<file path="config.mk">
export PLATFORM = sky130hd
export DESIGN_NAME = mss_ctrl
export DESIGN_NICKNAME = d
export VERILOG_FILES = /design/src/rtl/mss_pkg.sv /design/src/rtl/mss_ctrl.sv
export SDC_FILE = /design/constraint.sdc
export NUM_CORES = 1
export LEC_CHECK = 0
export BUFFER_PORTS_ARGS = -buffer_cell sky130_fd_sc_hd__buf_2
export CORE_ASPECT_RATIO = 0.7
export CORE_MARGIN = 2
export CORE_UTILIZATION = 25
export CTS_CLUSTER_SIZE = 8
export DETAILED_ROUTE_END_ITERATION = 12
export SETUP_SLACK_MARGIN = 0.4
export SYNTH_ARGS = -nofsm -noshare
export SYNTH_HDL_FRONTEND = slang
export SYNTH_SLANG_ARGS = --single-unit
</file>
<file path="constraint.sdc">
create_clock -name clock -period 4 [get_ports clock]
set_input_delay 0.8 -clock clock [delete_from_list [all_inputs] [get_ports clock]]
set_output_delay 0.8 -clock clock [all_outputs]
set_load 0.02 [all_outputs]
</file>
<file path="src/rtl/mss_pkg.sv">
// Package: constants and types for management mode and suspend control
package mss_pkg;
  localparam int unsigned ADDR_W = 32;
  localparam int unsigned REGION_MIN_SIZE = 32'h0000_1000;
  localparam logic [31:0] SAVE_AREA_OFFSET = 32'h0000_0030;
  // Entry plus exit overhead in clocks
  localparam int unsigned MGMT_OVERHEAD_CLOCKS = 140;
  localparam int unsigned ENTRY_CLOCKS = MGMT_OVERHEAD_CLOCKS / 2;
  localparam int unsigned EXIT_CLOCKS = MGMT_OVERHEAD_CLOCKS - ENTRY_CLOCKS;
  localparam int unsigned SMI_MIN_LOW = 4;
  localparam int unsigned RESUME_HIGH_CLOCKS = 2;
  localparam int unsigned CNT_W = 8;
  localparam logic [CNT_W-1:0] CNT_ZERO = 8'h00;
  localparam logic [CNT_W-1:0] CNT_ONE = 8'h01;
  localparam logic [CNT_W-1:0] ENTRY_CNT = 8'(ENTRY_CLOCKS);
  localparam logic [CNT_W-1:0] EXIT_CNT = 8'(EXIT_CLOCKS);
  localparam logic [CNT_W-1:0] SMI_LOW_CNT = 8'(SMI_MIN_LOW);
  localparam logic [CNT_W-1:0] RESUME_CNT = 8'(RESUME_HIGH_CLOCKS);
  localparam logic [31:0] RESET_BASE = 32'h0000_0000;
  localparam logic [31:0] RESET_SIZE = 32'h0000_0000;

  typedef enum logic [6:0] {
    MSS_RUN     = 7'b000_0001,
    MSS_DRAIN   = 7'b000_0010,
    MSS_SUSPEND = 7'b000_0100,
    MSS_ENTRY   = 7'b000_1000,
    MSS_HANDLER = 7'b001_0000,
    MSS_EXIT    = 7'b010_0000,
    MSS_RELEASE = 7'b100_0000
  } mss_state_t;

  typedef struct packed {
    mss_state_t st;
    logic [CNT_W-1:0] cnt;
    logic [CNT_W-1:0] smi_low;
    logic [31:0] base;
    logic [31:0] size;
    logic real_mode;
    logic suspend_request_n_ack_n;
    logic smi_out;
    logic smi_oe;
    logic mgmt_strobe_n;
    logic norm_strobe_n;
    logic save_req;
    logic [31:0] save_addr;
    logic seg_save_ack;
    logic [31:0] fetch_addr;
    logic fetch_redirect;
    logic from_halt;
    logic stall;
  } mss_regs_t;
endpackage
</file>
<file path="src/rtl/mss_ctrl.sv">
// Management mode entry/exit and suspend controller
`timescale 1ns/1ns
`default_nettype none
//
// Functional notes
// - State holds when clock slowed or stopped.
// - Restarted clock resumes the interrupted instruction.
// - Halt enters suspend, acknowledges if enabled.
// - Suspend request drains work, then acknowledges.
// - Handler entry forces real-address mode.
// - Region base and size are programmable.
// - Minimal save; entry plus exit 140 clocks.
// - Extra segment saves on handler request.
// - Region base register is 32 bits.
// - Region relocatable and resizable at run time.
// - Device holds interrupt line low during handler.
// - Resume drives line high two clocks.
// - Management strobe replaces normal strobe inside region while in handler.
module mss_ctrl (
  // Clock and reset
  input wire logic clock,
  input wire logic rst_b,
  // Core pipeline status
  input wire logic halt_opcode,
  input wire logic resume_opcode,
  input wire logic pipeline_idle,
  input wire logic suspend_request_n_ack_enable,
  input wire logic seg_save_req,
  // Bus cycle request
  input wire logic cycle_req,
  input wire logic [31:0] cycle_addr,
  // Region programming
  input wire logic region_wr,
  input wire logic [31:0] region_base_in,
  input wire logic [31:0] region_size_in,
  // Chipset pins
  input wire logic suspend_request_n,
  output logic suspend_ack_n,
  input wire logic mgmt_interrupt_n_in,
  output logic mgmt_interrupt_n_out,
  output logic mgmt_interrupt_n_oe,
  output logic mgmt_region_strobe_n,
  output logic normal_addr_strobe_n,
  // Core control
  output logic system_mgmt_mode,
  output logic real_mode_force,
  output logic core_stall,
  output logic state_save_req,
  output logic [31:0] state_save_addr,
  output logic seg_save_ack,
  output logic fetch_redirect,
  output logic [31:0] fetch_addr
);

  mss_pkg::mss_regs_t r_q, r_d;

  // ----------------------------------------
  // Region decode
  // ----------------------------------------
  function automatic logic in_region(input logic [31:0] a, input logic [31:0] b,
                                     input logic [31:0] s);
    logic [31:0] off;
    off = a - b;
    in_region = (s >= mss_pkg::REGION_MIN_SIZE) && (off < s);
  endfunction

  // ----------------------------------------
  // Next state
  // ----------------------------------------
  always_comb
  begin
    r_d = r_q;
    r_d.save_req = 1'b0;
    r_d.seg_save_ack = 1'b0;
    r_d.fetch_redirect = 1'b0;
    r_d.mgmt_strobe_n = 1'b1;
    r_d.norm_strobe_n = 1'b1;
    if (!mgmt_interrupt_n_in && !r_q.smi_oe)
    begin
      if (r_q.smi_low != 8'hff)
      begin
        r_d.smi_low = r_q.smi_low + mss_pkg::CNT_ONE;
      end
    end
    else
    begin
      r_d.smi_low = mss_pkg::CNT_ZERO;
    end
    // Reprogramming blocked only in the handler state
    if (region_wr && r_q.st != mss_pkg::MSS_HANDLER)
    begin
      r_d.base = region_base_in;
      r_d.size = region_size_in;
    end
    case (r_q.st)
      mss_pkg::MSS_RUN:
      begin
        if (r_q.smi_low + mss_pkg::CNT_ONE >= mss_pkg::SMI_LOW_CNT
            && !mgmt_interrupt_n_in)
        begin
          r_d.st = mss_pkg::MSS_ENTRY;
          r_d.cnt = mss_pkg::ENTRY_CNT;
          r_d.smi_oe = 1'b1;
          r_d.smi_out = 1'b0;
          r_d.real_mode = 1'b1;
          r_d.save_req = 1'b1;
          r_d.save_addr = r_q.base + r_q.size - mss_pkg::SAVE_AREA_OFFSET;
        end
        else if (halt_opcode)
        begin
          r_d.st = mss_pkg::MSS_SUSPEND;
          r_d.from_halt = 1'b1;
          r_d.suspend_request_n_ack_n = !suspend_request_n_ack_enable;
        end
        else if (!suspend_request_n)
        begin
          r_d.st = mss_pkg::MSS_DRAIN;
        end
      end
      mss_pkg::MSS_DRAIN:
      begin
        if (pipeline_idle)
        begin
          r_d.st = mss_pkg::MSS_SUSPEND;
          r_d.from_halt = 1'b0;
          r_d.suspend_request_n_ack_n = 1'b0;
        end
      end
      mss_pkg::MSS_SUSPEND:
      begin
        if (!r_q.from_halt && suspend_request_n)
        begin
          r_d.st = mss_pkg::MSS_RUN;
          r_d.suspend_request_n_ack_n = 1'b1;
        end
        else if (r_q.from_halt && !mgmt_interrupt_n_in)
        begin
          r_d.st = mss_pkg::MSS_RUN;
          r_d.suspend_request_n_ack_n = 1'b1;
          r_d.from_halt = 1'b0;
        end
      end
      mss_pkg::MSS_ENTRY:
      begin
        r_d.cnt = r_q.cnt - mss_pkg::CNT_ONE;
        if (r_q.cnt == mss_pkg::CNT_ONE)
        begin
          r_d.st = mss_pkg::MSS_HANDLER;
          r_d.fetch_redirect = 1'b1;
          r_d.fetch_addr = r_q.base;
        end
      end
      mss_pkg::MSS_HANDLER:
      begin
        r_d.seg_save_ack = seg_save_req;
        if (resume_opcode)
        begin
          r_d.st = mss_pkg::MSS_EXIT;
          r_d.cnt = mss_pkg::EXIT_CNT;
        end
      end
      mss_pkg::MSS_EXIT:
      begin
        r_d.cnt = r_q.cnt - mss_pkg::CNT_ONE;
        if (r_q.cnt == mss_pkg::CNT_ONE)
        begin
          r_d.st = mss_pkg::MSS_RELEASE;
          r_d.cnt = mss_pkg::RESUME_CNT;
          r_d.smi_out = 1'b1;
          r_d.real_mode = 1'b0;
        end
      end
      mss_pkg::MSS_RELEASE:
      begin
        r_d.cnt = r_q.cnt - mss_pkg::CNT_ONE;
        if (r_q.cnt == mss_pkg::CNT_ONE)
        begin
          r_d.st = mss_pkg::MSS_RUN;
          r_d.smi_oe = 1'b0;
          r_d.smi_out = 1'b0;
        end
      end
      default:
      begin
        r_d.st = mss_pkg::MSS_RUN;
      end
    endcase
    // Address strobe steering
    if (cycle_req)
    begin
      if (r_q.st == mss_pkg::MSS_HANDLER && in_region(cycle_addr, r_q.base, r_q.size))
      begin
        r_d.mgmt_strobe_n = 1'b0;
      end
      else
      begin
        r_d.norm_strobe_n = 1'b0;
      end
    end
    // Core held off while draining, suspended, entering or leaving
    r_d.stall = !r_d.suspend_request_n_ack_n || (r_d.st != mss_pkg::MSS_RUN
                && r_d.st != mss_pkg::MSS_HANDLER);
  end

  // ----------------------------------------
  // State register
  // ----------------------------------------
  // Fully static: nothing but the asynchronous reset changes without a clock edge
  always_ff @(posedge clock or negedge rst_b)
  begin
    if (!rst_b)
    begin
      r_q <= '{st: mss_pkg::MSS_RUN, cnt: mss_pkg::CNT_ZERO, smi_low: mss_pkg::CNT_ZERO,
               base: mss_pkg::RESET_BASE, size: mss_pkg::RESET_SIZE, real_mode: 1'b0,
               suspend_request_n_ack_n: 1'b1, smi_out: 1'b0, smi_oe: 1'b0, mgmt_strobe_n: 1'b1,
               norm_strobe_n: 1'b1, save_req: 1'b0, save_addr: 32'h0000_0000,
               seg_save_ack: 1'b0, fetch_addr: 32'h0000_0000, fetch_redirect: 1'b0,
               from_halt: 1'b0, stall: 1'b0};
    end
    else
    begin
      r_q <= r_d;
    end
  end

  // ----------------------------------------
  // Outputs
  // ----------------------------------------
  assign suspend_ack_n = r_q.suspend_request_n_ack_n;
  assign mgmt_interrupt_n_out = r_q.smi_out;
  assign mgmt_interrupt_n_oe = r_q.smi_oe;
  assign mgmt_region_strobe_n = r_q.mgmt_strobe_n;
  assign normal_addr_strobe_n = r_q.norm_strobe_n;
  assign system_mgmt_mode = r_q.smi_oe;
  assign real_mode_force = r_q.real_mode;
  assign core_stall = r_q.stall;
  assign state_save_req = r_q.save_req;
  assign state_save_addr = r_q.save_addr;
  assign seg_save_ack = r_q.seg_save_ack;
  assign fetch_redirect = r_q.fetch_redirect;
  assign fetch_addr = r_q.fetch_addr;

  // ----------------------------------------
  // Assertions
  // ----------------------------------------
  AST_SMI_HELD_LOW: assert property (@(posedge clock) disable iff (!rst_b)
    r_q.st == mss_pkg::MSS_HANDLER |-> mgmt_interrupt_n_oe && !mgmt_interrupt_n_out)
    else $error("interrupt line not held low in handler");
  AST_RESUME_HIGH: assert property (@(posedge clock) disable iff (!rst_b)
    $rose(mgmt_interrupt_n_out) |-> mgmt_interrupt_n_oe [*2] ##1 !mgmt_interrupt_n_oe)
    else $error("resume high pulse not two clocks");
  AST_REAL_MODE: assert property (@(posedge clock) disable iff (!rst_b)
    $rose(mgmt_interrupt_n_oe) |-> real_mode_force)
    else $error("real mode not forced on entry");
  AST_ENTRY_TIME: assert property (@(posedge clock) disable iff (!rst_b)
    $rose(mgmt_interrupt_n_oe) |-> ##70 fetch_redirect)
    else $error("entry time wrong");
  AST_FETCH_BASE: assert property (@(posedge clock) disable iff (!rst_b)
    fetch_redirect |-> fetch_addr == r_q.base)
    else $error("handler not at region base");
  AST_SUSPEND_REQUEST_N_ACK: assert property (@(posedge clock) disable iff (!rst_b)
    r_q.st == mss_pkg::MSS_DRAIN && pipeline_idle |=> !suspend_ack_n)
    else $error("suspend ack missing after drain");
  AST_SUSPEND_REQUEST_N_RELEASE: assert property (@(posedge clock) disable iff (!rst_b)
    r_q.st == mss_pkg::MSS_SUSPEND && !r_q.from_halt && suspend_request_n |=> suspend_ack_n)
    else $error("suspend ack not released");
  AST_STROBE_EXCL: assert property (@(posedge clock) disable iff (!rst_b)
    $past(cycle_req) == (mgmt_region_strobe_n != normal_addr_strobe_n))
    else $error("strobes do not match one per bus cycle");
  AST_HALT_SUSPEND_REQUEST_N: assert property (@(posedge clock) disable iff (!rst_b)
    r_q.st == mss_pkg::MSS_RUN && halt_opcode && mgmt_interrupt_n_in && suspend_request_n_ack_enable
    |=> !suspend_ack_n)
    else $error("halt did not acknowledge");
  AST_EXIT_TIME: assert property (@(posedge clock) disable iff (!rst_b)
    r_q.st == mss_pkg::MSS_HANDLER && resume_opcode
    |-> ##70 !mgmt_interrupt_n_out ##1 mgmt_interrupt_n_out)
    else $error("exit time wrong");
  AST_NO_REENTRY: assert property (@(posedge clock) disable iff (!rst_b)
    system_mgmt_mode && $past(system_mgmt_mode) |-> !state_save_req)
    else $error("second entry while in management mode");
  AST_REGION_LOCK: assert property (@(posedge clock) disable iff (!rst_b)
    r_q.st == mss_pkg::MSS_HANDLER && region_wr |=> $stable(r_q.base) && $stable(r_q.size))
    else $error("region changed inside handler");
  AST_SUSPEND_REQUEST_N_HOLD: assert property (@(posedge clock) disable iff (!rst_b)
    r_q.st == mss_pkg::MSS_SUSPEND && !r_q.from_halt && !suspend_request_n
    |=> !suspend_ack_n && core_stall)
    else $error("suspend not held while requested");
  AST_REAL_CLEAR: assert property (@(posedge clock) disable iff (!rst_b)
    $fell(mgmt_interrupt_n_oe) |-> !real_mode_force)
    else $error("real mode still forced after exit");

  // ----------------------------------------
  // Cover points
  // ----------------------------------------
  COV_ENTRY: cover property (@(posedge clock) disable iff (!rst_b) $rose(mgmt_interrupt_n_oe));
  COV_EXIT: cover property (@(posedge clock) disable iff (!rst_b) $fell(mgmt_interrupt_n_oe));
  COV_SUSPEND_REQUEST_N: cover property (@(posedge clock) disable iff (!rst_b) $fell(suspend_ack_n));
  COV_MSTROBE: cover property (@(posedge clock) disable iff (!rst_b) !mgmt_region_strobe_n);
  COV_HALT_WAKE: cover property (@(posedge clock) disable iff (!rst_b)
    r_q.st == mss_pkg::MSS_SUSPEND && r_q.from_halt && !mgmt_interrupt_n_in);
endmodule
`default_nettype wire

</file>
**Word level (Yosys, flattened, before mapping)**

Index checks and enable logic that the tools add are counted.

- Output and inout bits: 75
- Bits in registers: 162
- Word-level logic and storage cells: 118
- Bits of input ports: 107

- Eq/ne operators: 22
- Multiplexer cells: 43
- $lt $le $gt $ge: 3
- $add $sub $neg: 5
- Reduce and logical (&&, ||, !) cells: 27

Operators with widths:

| kind | count |
|---|---|
| $mux W33 | 2 |
| $mux W7 | 8 |
| $pmux W7 S7 | 1 |
| $add A32 B32 Y32 | 1 |
| $ge A32 B13 Y1 const B | 1 |
| $lt A32 B32 Y1 | 1 |
| $pmux W8 S4 | 1 |
| $sub A32 B32 Y32 | 1 |
| $sub A32 B6 Y32 const B | 1 |
| $mux W15 | 2 |
| $mux W8 | 3 |
| $mux W1 | 18 |
| $ne A2 B2 Y1 const B | 9 |
| $ne A7 B5 Y1 const B | 2 |
| $pmux W1 S3 | 3 |
| $reduce_and A3 Y1 | 3 |
| $add A8 B1 Y8 const B | 1 |
| $eq A8 B1 Y1 const B | 1 |
| $ge A8 B3 Y1 const B | 1 |
| $logic_and A1 B1 Y1 | 8 |
| $ne A8 B8 Y1 const B | 1 |
| $sub A8 B1 Y8 const B | 1 |
| $eq A7 B1 Y1 const B | 1 |
| $eq A7 B2 Y1 const B | 1 |
| 18 further kinds | 28 |

**Logic depth before layout (Yosys ltp)**

Gate-level depths: netlist of run 1.

- Depth after elaboration: 8
- Mapped depth: 21
- Depth with buffers taken out: 21

**Worst setup path after synthesis of run 1**

Ideal clock, no wire load.

- Kind: input-to-reg
- From: input cycle_addr[0]
- To: register r_q, in the netlist mgmt_region_strobe_n
- Required time: 3.908 ns
- Cell stages on the path: 20
- Arrival time: 4.690 ns
- Path buffers: 0
- Setup time: 0.092 ns
- Path slack: -0.782 ns
- Cells stage by stage: inv_1 ha_1 inv_1 fa_1 a21o_1 a21oi_1 o211ai_1 and3_1 o31a_1 o21ai_0 nand2_1 o311ai_0 ha_1 a21o_1 a21o_1 a21o_1 a211o_1 o211ai_1 a31oi_1 or3b_2

RTL lines:

| element | RTL line | source |
|---|---|---|
| from (decl) | mss_ctrl.sv:31 | `input wire logic [31:0] cycle_addr,` |
| to (signal assigned) | mss_ctrl.sv:213 | `r_q <= '{st: mss_pkg::MSS_RUN, cnt: mss_pkg::CNT_ZERO, smi_low: mss_pkg::CNT_ZERO,` |
| to (signal assigned) | mss_ctrl.sv:222 | `r_q <= r_d;` |
| to (decl) | mss_ctrl.sv:55 | `mss_pkg::mss_regs_t r_q, r_d;` |

==> results by group, run 1 <==
Global route
  • Wire length of the first global-routing pass: approximately 52 mm
  • Global-route usage over all layers: about 14%
  • Initial antenna violation count: 3
  • Total congestion overflow after global routing: 0
  • Via count of the first global-routing pass: just over 9000
  • Pin count of the biggest net entering global routing: 71

Detailed routing
  • Violation count after the first detailed-routing iteration: 720
  • Residual DRC: 0
  • Final wirelength: roughly 34 mm
  • Router iterations before antenna repair: 5
  • Vias: around 9600
  • Per-cell via count in the routed design: ~4.7
  • Routed len/inst: approximately 17 um
  • Detail Route Antenna Nets: 0

Layout
  • Fraction of layout cells with a size suffix above 1: about 29%
  • Highest-count cells in the layout ignoring fill and taps: 179 x buf_2, 157 x dfrtp_1, 143 x inv_1
  • Final instance area: around 14000 um2
  • # nets final: roughly 1700
  • Footprint of the multi-input gates: 6550 um2
  • Diodes inserted: 0
  • # fillers: 4916
  • Final design utilization: 30.3%
  • Sequential Area: 4060 um2
  • Most common cell after layout, fill and taps aside: buf_2
  • Area growth from synthesis to final layout: 19.9%

Floorplan
  • I/O pin count: 182
  • Number of core rows: 66
  • Die width: roughly 260 um
  • Core Area: approximately 46000 um2
  • Die Area: slightly below 50000 um2
  • Floorplan die height: 185 um
  • Initial Utilization: roughly 25%

Setup path
  • CP max stage cell: or3b_4
  • Critical Path Fanout Max: 3
  • Arrival time of data at the critical path endpoint: ~4.7 ns
  • Type of the setup path with the least slack: in -> reg
  • Worst setup EP type: flip-flop
  • Cell-by-cell trace of the critical path: buf_8 > inv_12 > ha_4 > inv_2 > fa_2 > a21o_1 > a21oi_4 > o211ai_1 > and3_4 > o31a_1 > o21ai_2 > a21o_1 > o311ai_2 > ha_1 > a21o_1 > a21o_1 > a21o_1 > a211o_1 > o211ai_1 > a31oi_1 > or3b_4
  • Critical path origin: cycle_addr[0]
  • Worst R2R Setup Slack: -0.25 ns
  • Crit-path max cell delay: about 0.40 ns
  • Number of cells on the worst reg-to-reg path: 19
  • Most common cell type on the critical path: a21o_1
  • Reg-to-reg critical path endpoint: mgmt_region_strobe_n
  • Startpoint kind of the worst setup timing path: primary input
  • Setup crit end: mgmt_region_strobe_n
  • Source of the worst register-to-register timing path: r_q[107]
  • CP required: 4.38 ns

Placed design
  • Post-DP HPWL: 26.9 mm
  • Cell area after placement: about 13000 um2
  • Number of buffers inserted by port buffering: 181
  • Final Wtd Congestion: 0.889

Yosys
  • Mapped cell area: ~12000 um2
  • Number of distinct library cell variants in the gate-level netlist after synthesis: 80
  • Total of warnings raised by yosys: 0
  • Synth async-reset ratio: 100%
  • Number of register bits inferred by synthesis: approximately 160
  • Number of synthesized flops with an enable pin: 0
  • Mapped Nets: roughly 1500
  • Main synth FF type: dfrtp_1
  • Syn_area_per_cell: between 9 and 10 um2
  • Share of synthesized area occupied by flip-flops and latches: a little over a third
  • Synth Instances: 1248

Clocking
  • Clock sinks: approximately 160
  • Max Root-Sink Buffers: 2
  • CTS tree: yes
  • Clock latency reported for the late side of the worst-skew pair: ~0.46 ns
  • CTS H-tree depth: 4
  • Clock input transition at the sequential cells of the worst setup and hold paths: about 0.080 ns
  • Number of buffers inserted during clock tree synthesis: 17
  • Clock root buffer: clkbuf_16

STA
  • Maximum clock frequency: 232 MHz
  • Worst Slack Setup Final: -0.314 ns
  • Final Hold Vio Count: 0
  • Clock period minus final worst setup slack: around 4.3 ns
  • Worst-case clock skew: ~0.014 ns
  • Share of the cycle needed by the critical path after routing: 108%
  • Max-slew headroom: a little under a third
  • Actual transition at the worst max-transition pin: about 1.0 ns
  • Final setup fails: 2
  • Setup repair after global routing missed its margin: yes
  • Pins Over Slew Limit: 0

Pwr
  • Power density over the cells: roughly 480 nW/um2
  • Total chip power: between 0.006 and 0.007 W
  • Worst ir drop on vdd: between 300 and 400 uV
  • Total leakage power: around 7.0 nW

Outcome
  • Violated checks: negative setup slack
  • Status: finished with violations

Flow run
  • Number of maximum-capacitance constraint violations: 0

Min path
  • Class of the tightest hold or removal check: in -> async
-- worst min path at each step --
stage / startpoint / endpoint / slack (ns)
2_1_floorplan: state_save_addr[1] / state_save_addr[1] / 0.45
3_3_place_gp: state_save_addr[2] / state_save_addr[2] / 0.46
3_5_place_dp: state_save_addr[6] / state_save_addr[6] / 0.46
4_1_cts: rst_b / fetch_addr[8] / 0.37
5_1_grt: rst_b / fetch_addr[8] / 0.41
6_report: rst_b / fetch_addr[8] / 0.37
-- flip-flops by register name (all words and copies together), names as in the netlist --
| register | flops |
|---|---|
| core_stall | 1 |
| state_save_req | 1 |
| fetch_redirect | 1 |
| state_save_addr | 32 |
| seg_save_ack | 1 |
| r_q | 88 |
| real_mode_force | 1 |
| mgmt_interrupt_n_oe | 1 |
| normal_addr_strobe_n | 1 |
| mgmt_interrupt_n_out | 1 |
| mgmt_region_strobe_n | 1 |
| fetch_addr | 32 |
| suspend_ack_n | 1 |
-- through the flow --
stage	hold slack (ns)	TNS [ns]	std cells	setup slack (ns)
detailed placement	0.465	-1.65	2015	-0.933
finish	0.374	-0.373	2051	-0.314
global placement	0.463	-1.67	2015	-0.938
floorplan	0.447	-0.417	1248	-0.317
CTS	0.368	-0.386	2048	-0.324
global route	0.412	-0.684	2051	-0.466
-- synth_stat cells (12+ instances only) --
library cell | number | share of area (%)
nor3_1 | 23 | 0.99
nand2_1 | 89 | 2.9
inv_1 | 145 | 4.7
xor2_1 | 19 | 1.4
o21a_1 | 15 | 0.96
o21ai_0 | 70 | 3.0
buf_4 | 65 | 4.2
nor2_1 | 52 | 1.7
a21oi_1 | 70 | 3.0
nand4_1 | 12 | 0.64
mux2_2 | 97 | 9.4
clkbuf_1 | 16 | 0.51
nand3_1 | 22 | 0.94
dfrtp_1 | 158 | 34
xnor2_1 | 29 | 2.2
nand2b_1 | 14 | 0.75
ha_1 | 127 | 14
a21o_1 | 35 | 2.3
-- metal layers --
layer,routed length (um),vias up,global-route usage [%]
li1,-,4713,-
met1,16100,4616,19.0
met2,15800,208,22.7
met3,1680,22,3.40
met4,465,0,3.20
met5,0,-,0
-- area by class of cell --
type                    count  area share (%)
repair buffers            251            10.4
inverters                 145            3.98
flip-flops and latches    162            29.0
well taps                 612            5.47
multi-input cells         849            46.8
clock inverters            14            1.21
clock buffers              18            3.07
-- cells by family (layout without fill, tap and decap cells) --
family,count (synthesis),count (layout),share of synthesized area [%]
mux,104,104,9.96
fa+ha+maj,129,129,14.0
xor+xnor,48,48,3.60
buf+inv,237,428,9.82
compound gates,280,280,15.5
simple gates,288,288,12.4
flops,162,162,34.8
-- power breakdown --
| part | leakage [nW] | total (W) | switching (W) | internal [W] |
|---|---|---|---|---|
| logic | 4.72 | 0.00290 | 0.00167 | 0.00122 |
| clock network | 0.296 | 0.00176 | 0.000814 | 0.000945 |
| registers | 2.02 | 0.00211 | 0.000192 | 0.00192 |
| total | 7.04 | 0.00677 | 0.00268 | 0.00409 |
-- critical path: cells and delay by family --
kind / cells / cell delay, ns
buf+inv: 3 / 0.19
fa+ha+maj: 3 / 0.84
simple gates: 2 / 0.62
compound gates: 13 / 2.24
-- repair_timing --
action,4_1_cts,5_1_grt
pin swaps,6,9
hold buffers,0,0
gates resized for setup,7,8
endpoints found under the setup margin,2,6
buffers inserted,1,3
endpoints found under the hold margin,0,0
Note: power is estimated with default switching activity, not from simulation.
==> run 2, diff against run 1 <==
--- a/config.mk
+++ b/config.mk
@@ -9,6 +9,7 @@
 export CORE_ASPECT_RATIO = 0.7
 export CORE_MARGIN = 2
 export CORE_UTILIZATION = 25
+export CTS_CLUSTER_DIAMETER = 150
 export CTS_CLUSTER_SIZE = 8
 export DETAILED_ROUTE_END_ITERATION = 12
 export SETUP_SLACK_MARGIN = 0.4
==> constraint.sdc (replaced) <==
create_clock -name clock -period 3.6 [get_ports clock]
set_input_delay 0.72 -clock clock [delete_from_list [all_inputs] [get_ports clock]]
set_output_delay 0.72 -clock clock [all_outputs]
set_load 0.02 [all_outputs]
==> results by group, run 2 (synthesis gave the netlist of run 1 again) <==
Clocking
  • Clock latency reported for the late side of the worst-skew pair: 0.46 ns (about the same)
  • Clock root buffer: clkbuf_16
  • Clock input transition at the sequential cells of the worst setup and hold paths: 0.07 ns (about the same)
  • CTS H-tree depth: 4 (unchanged)
  • CTS tree: yes
  • Number of buffers inserted during clock tree synthesis: 17 (unchanged)
  • Max Root-Sink Buffers: 2 (unchanged)
  • Clock sinks: 162 (unchanged)

Layout
  • Final instance area: 14800 um2 (+5.9%)
  • Fraction of layout cells with a size suffix above 1: 35.1% (+5.9 points)
  • # fillers: 4883 (-0.67%)
  • Largest reg by FF count: r_q
  • Most common cell after layout, fill and taps aside: buf_2
  • Diodes inserted: 0 (unchanged)
  • Area growth from synthesis to final layout: 26.9%
  • Sequential Area: 4060 um2 (about the same)
  • Highest-count cells in the layout ignoring fill and taps: 180 x buf_2, 158 x dfrtp_1, 133 x inv_1
  • Footprint of the multi-input gates: 6860 um2 (+4.8%)
  • Flip-flop count of the largest register, all copies and words added: 88 (unchanged)
  • # nets final: 1722 (+3.6%)

Outcome
  • Violated checks: negative setup slack
  • Status: finished with violations

Pwr
  • Total leakage power: 7.37 nW (+4.7%)
  • Worst ir drop on vdd: 365 uV (+19%)
  • Sequential share of power: 29.8% (-1.4 points)
  • Gate power share: 45.0% (+2.2 points)
  • Power density over the cells: 532 nW/um2 (+9.9%)
  • Fraction of power spent switching nets: 38.9% (-0.67 points)
  • Net load switching power: 0.00307 W (+14%)
  • Share of total power in the clock network: 25.3% (-0.7 points)
  • Cell internal pwr: 0.00481 W (+18%)

STA
  • Actual transition at the worst max-transition pin: 0.678 ns (-0.360 ns)
  • Final setup fails: 2 (unchanged)
  • Worst slack on hold paths: 0.224 ns (-0.151 ns)
  • Share of the cycle needed by the critical path after routing: 119%
  • Maximum clock frequency: about 230 MHz
  • Clock period minus final worst setup slack: roughly 4.3 ns
  • Worst Slack Setup Final: -0.688 ns (-0.374 ns)
  • Pins Over Slew Limit: 0 (unchanged)
  • Final setup TNS: -1.23 ns (-0.862 ns)
  • Max-slew headroom: 54.6% (+24 points)
  • Setup repair after global routing missed its margin: yes
  • Final Hold Vio Count: 0 (unchanged)
  • Worst-case clock skew: 0.00924 ns (-0.00441 ns)

Floorplan
  • I/O pin count: 182 (unchanged)
  • Core Area: 46200 um2 (unchanged)
  • Floorplan die height: 185 um (unchanged)
  • Die Area: 48500 um2 (unchanged)
  • Initial Utilization: 25.2% (unchanged)
  • Die width: 262 um (unchanged)
  • Number of core rows: 66 (unchanged)

Placed design
  • Number of buffers inserted by port buffering: 181 (unchanged)
  • Cell area after placement: 13700 um2 (+3.3%)
  • Final Wtd Congestion: 0.908 (+2.2%)
  • Post-DP HPWL: 27.6 mm (+2.7%)

Detailed routing
  • Violation count after the first detailed-routing iteration: 486 (-33%)
  • Router iterations before antenna repair: 8 (+3)
  • Final wirelength: 35.2 mm (+3.6%)
  • Residual DRC: 0 (unchanged)
  • Vias: 9779 (+2.3%)
  • Per-cell via count in the routed design: 4.63 (-0.61%)
  • Routed len/inst: 16.7 um (+0.68%)
  • Detail Route Antenna Nets: 0 (unchanged)

Global route
  • Via count of the first global-routing pass: 9581 (+3.3%)
  • Global-route usage over all layers: 14.6% (+0.49 points)
  • Initial antenna violation count: 3 (unchanged)
  • Wire length of the first global-routing pass: 54.0 mm (+3.5%)
  • Total congestion overflow after global routing: 0 (unchanged)
  • Pin count of the biggest net entering global routing: 65 (-8.5%)

Flow run
  • Number of maximum-capacitance constraint violations: 0 (unchanged)

Setup path
  • Arrival time of data at the critical path endpoint: 4.67 ns (-0.02 ns)
  • Type of the setup path with the least slack: in -> reg
  • Worst setup EP type: flip-flop
  • CP required: 3.98 ns (-0.40 ns)
  • Critical Path Fanout Max: 3 (unchanged)
  • Startpoint kind of the worst setup timing path: primary input

Min path
  • Class of the tightest hold or removal check: in -> async
run 2: changes by cell type in the layout (fill, tap and decap cells not counted), sizes merged:
cell,change
clkinv,-1
buf,+60
inv,-3
bufinv,+1
clkbuf,+1
clkinvlp,+2
run 2: what timing repair did:
item | 4_1_cts | 5_1_grt
hold buffers | 0 | 0
pin swaps | 15 | 25
buffers inserted | 5 | 5
setup endpoints to repair | 7 | 11
gates cloned | 0 | 0
resized for setup | 30 | 44
run 2: path summary, 6_finish.rpt:
path,from,to,slack (ns),depth (start not counted)
max in group asynchronous,rst_b,suspend_ack_n,2.58,2
min in group clock,cycle_req,normal_addr_strobe_n,0.46,2
min reg2reg,state_save_addr[21],state_save_addr[21],0.48,2
max,cycle_addr[0],mgmt_region_strobe_n,-0.69,21
min,rst_b,fetch_addr[8],0.22,1
max reg2reg,r_q[107],mgmt_region_strobe_n,-0.66,19
run 2: worst max-delay path, cell delays in order:
cell and delay, ns:
buf_2 0.14, inv_12 0.06, ha_4 0.12, inv_2 0.04, fa_2 0.38, a21o_1 0.19, a21oi_4 0.17, o211ai_1 0.15
and3_4 0.20, o31a_1 0.27, o21ai_2 0.19, nand2_2 0.09, o311ai_2 0.24, ha_1 0.28, a21o_1 0.19, a21o_1 0.16
a21o_1 0.16, a211o_1 0.26, o211ai_1 0.12, a31oi_1 0.15, or3b_4 0.39
run 2: power by group through the flow:
stage	clock network (W)	registers (W)	logic (W)
floorplan	0	0.00234	0.00237
global placement	0	0.00237	0.00326
detailed placement	0	0.00238	0.00331
CTS	0.00208	0.00235	0.00343
global route	0.00214	0.00239	0.00393
finish	0.00199	0.00235	0.00354
run 2: cell type report:
class / instances / share of cell area (%)
Tap cell: 612 / 5.17
Clock inverter: 13 / 1.17
Clock buffer: 19 / 2.99
Multi-Input combinational cell: 849 / 46.3
Inverter: 145 / 3.78
Sequential cell: 162 / 27.4
Timing Repair Buffer: 311 / 13.2
run 2: stage by stage:
stage / worst slack, ns / power [W] / util, % / std cells
after detailed placement: -1.31 / 0.00569 / 29.7 / 2069
after CTS: -0.645 / 0.00786 / 31.5 / 2106
after global routing: -0.823 / 0.00847 / 32.0 / 2111
after global placement: -1.29 / 0.00564 / 29.7 / 2069
final: -0.688 / 0.00788 / 32.0 / 2111
after floorplan: -0.637 / 0.00472 / - / 1248
run 2: layer usage:
metal	GRT usage [%]	vias to the layer above	part of all wire, %
met5	0	-	0
met4	3.39	0	1.3
met3	3.86	26	4.6
met2	23.3	211	47
met1	19.6	4738	48
li1	-	4804	-
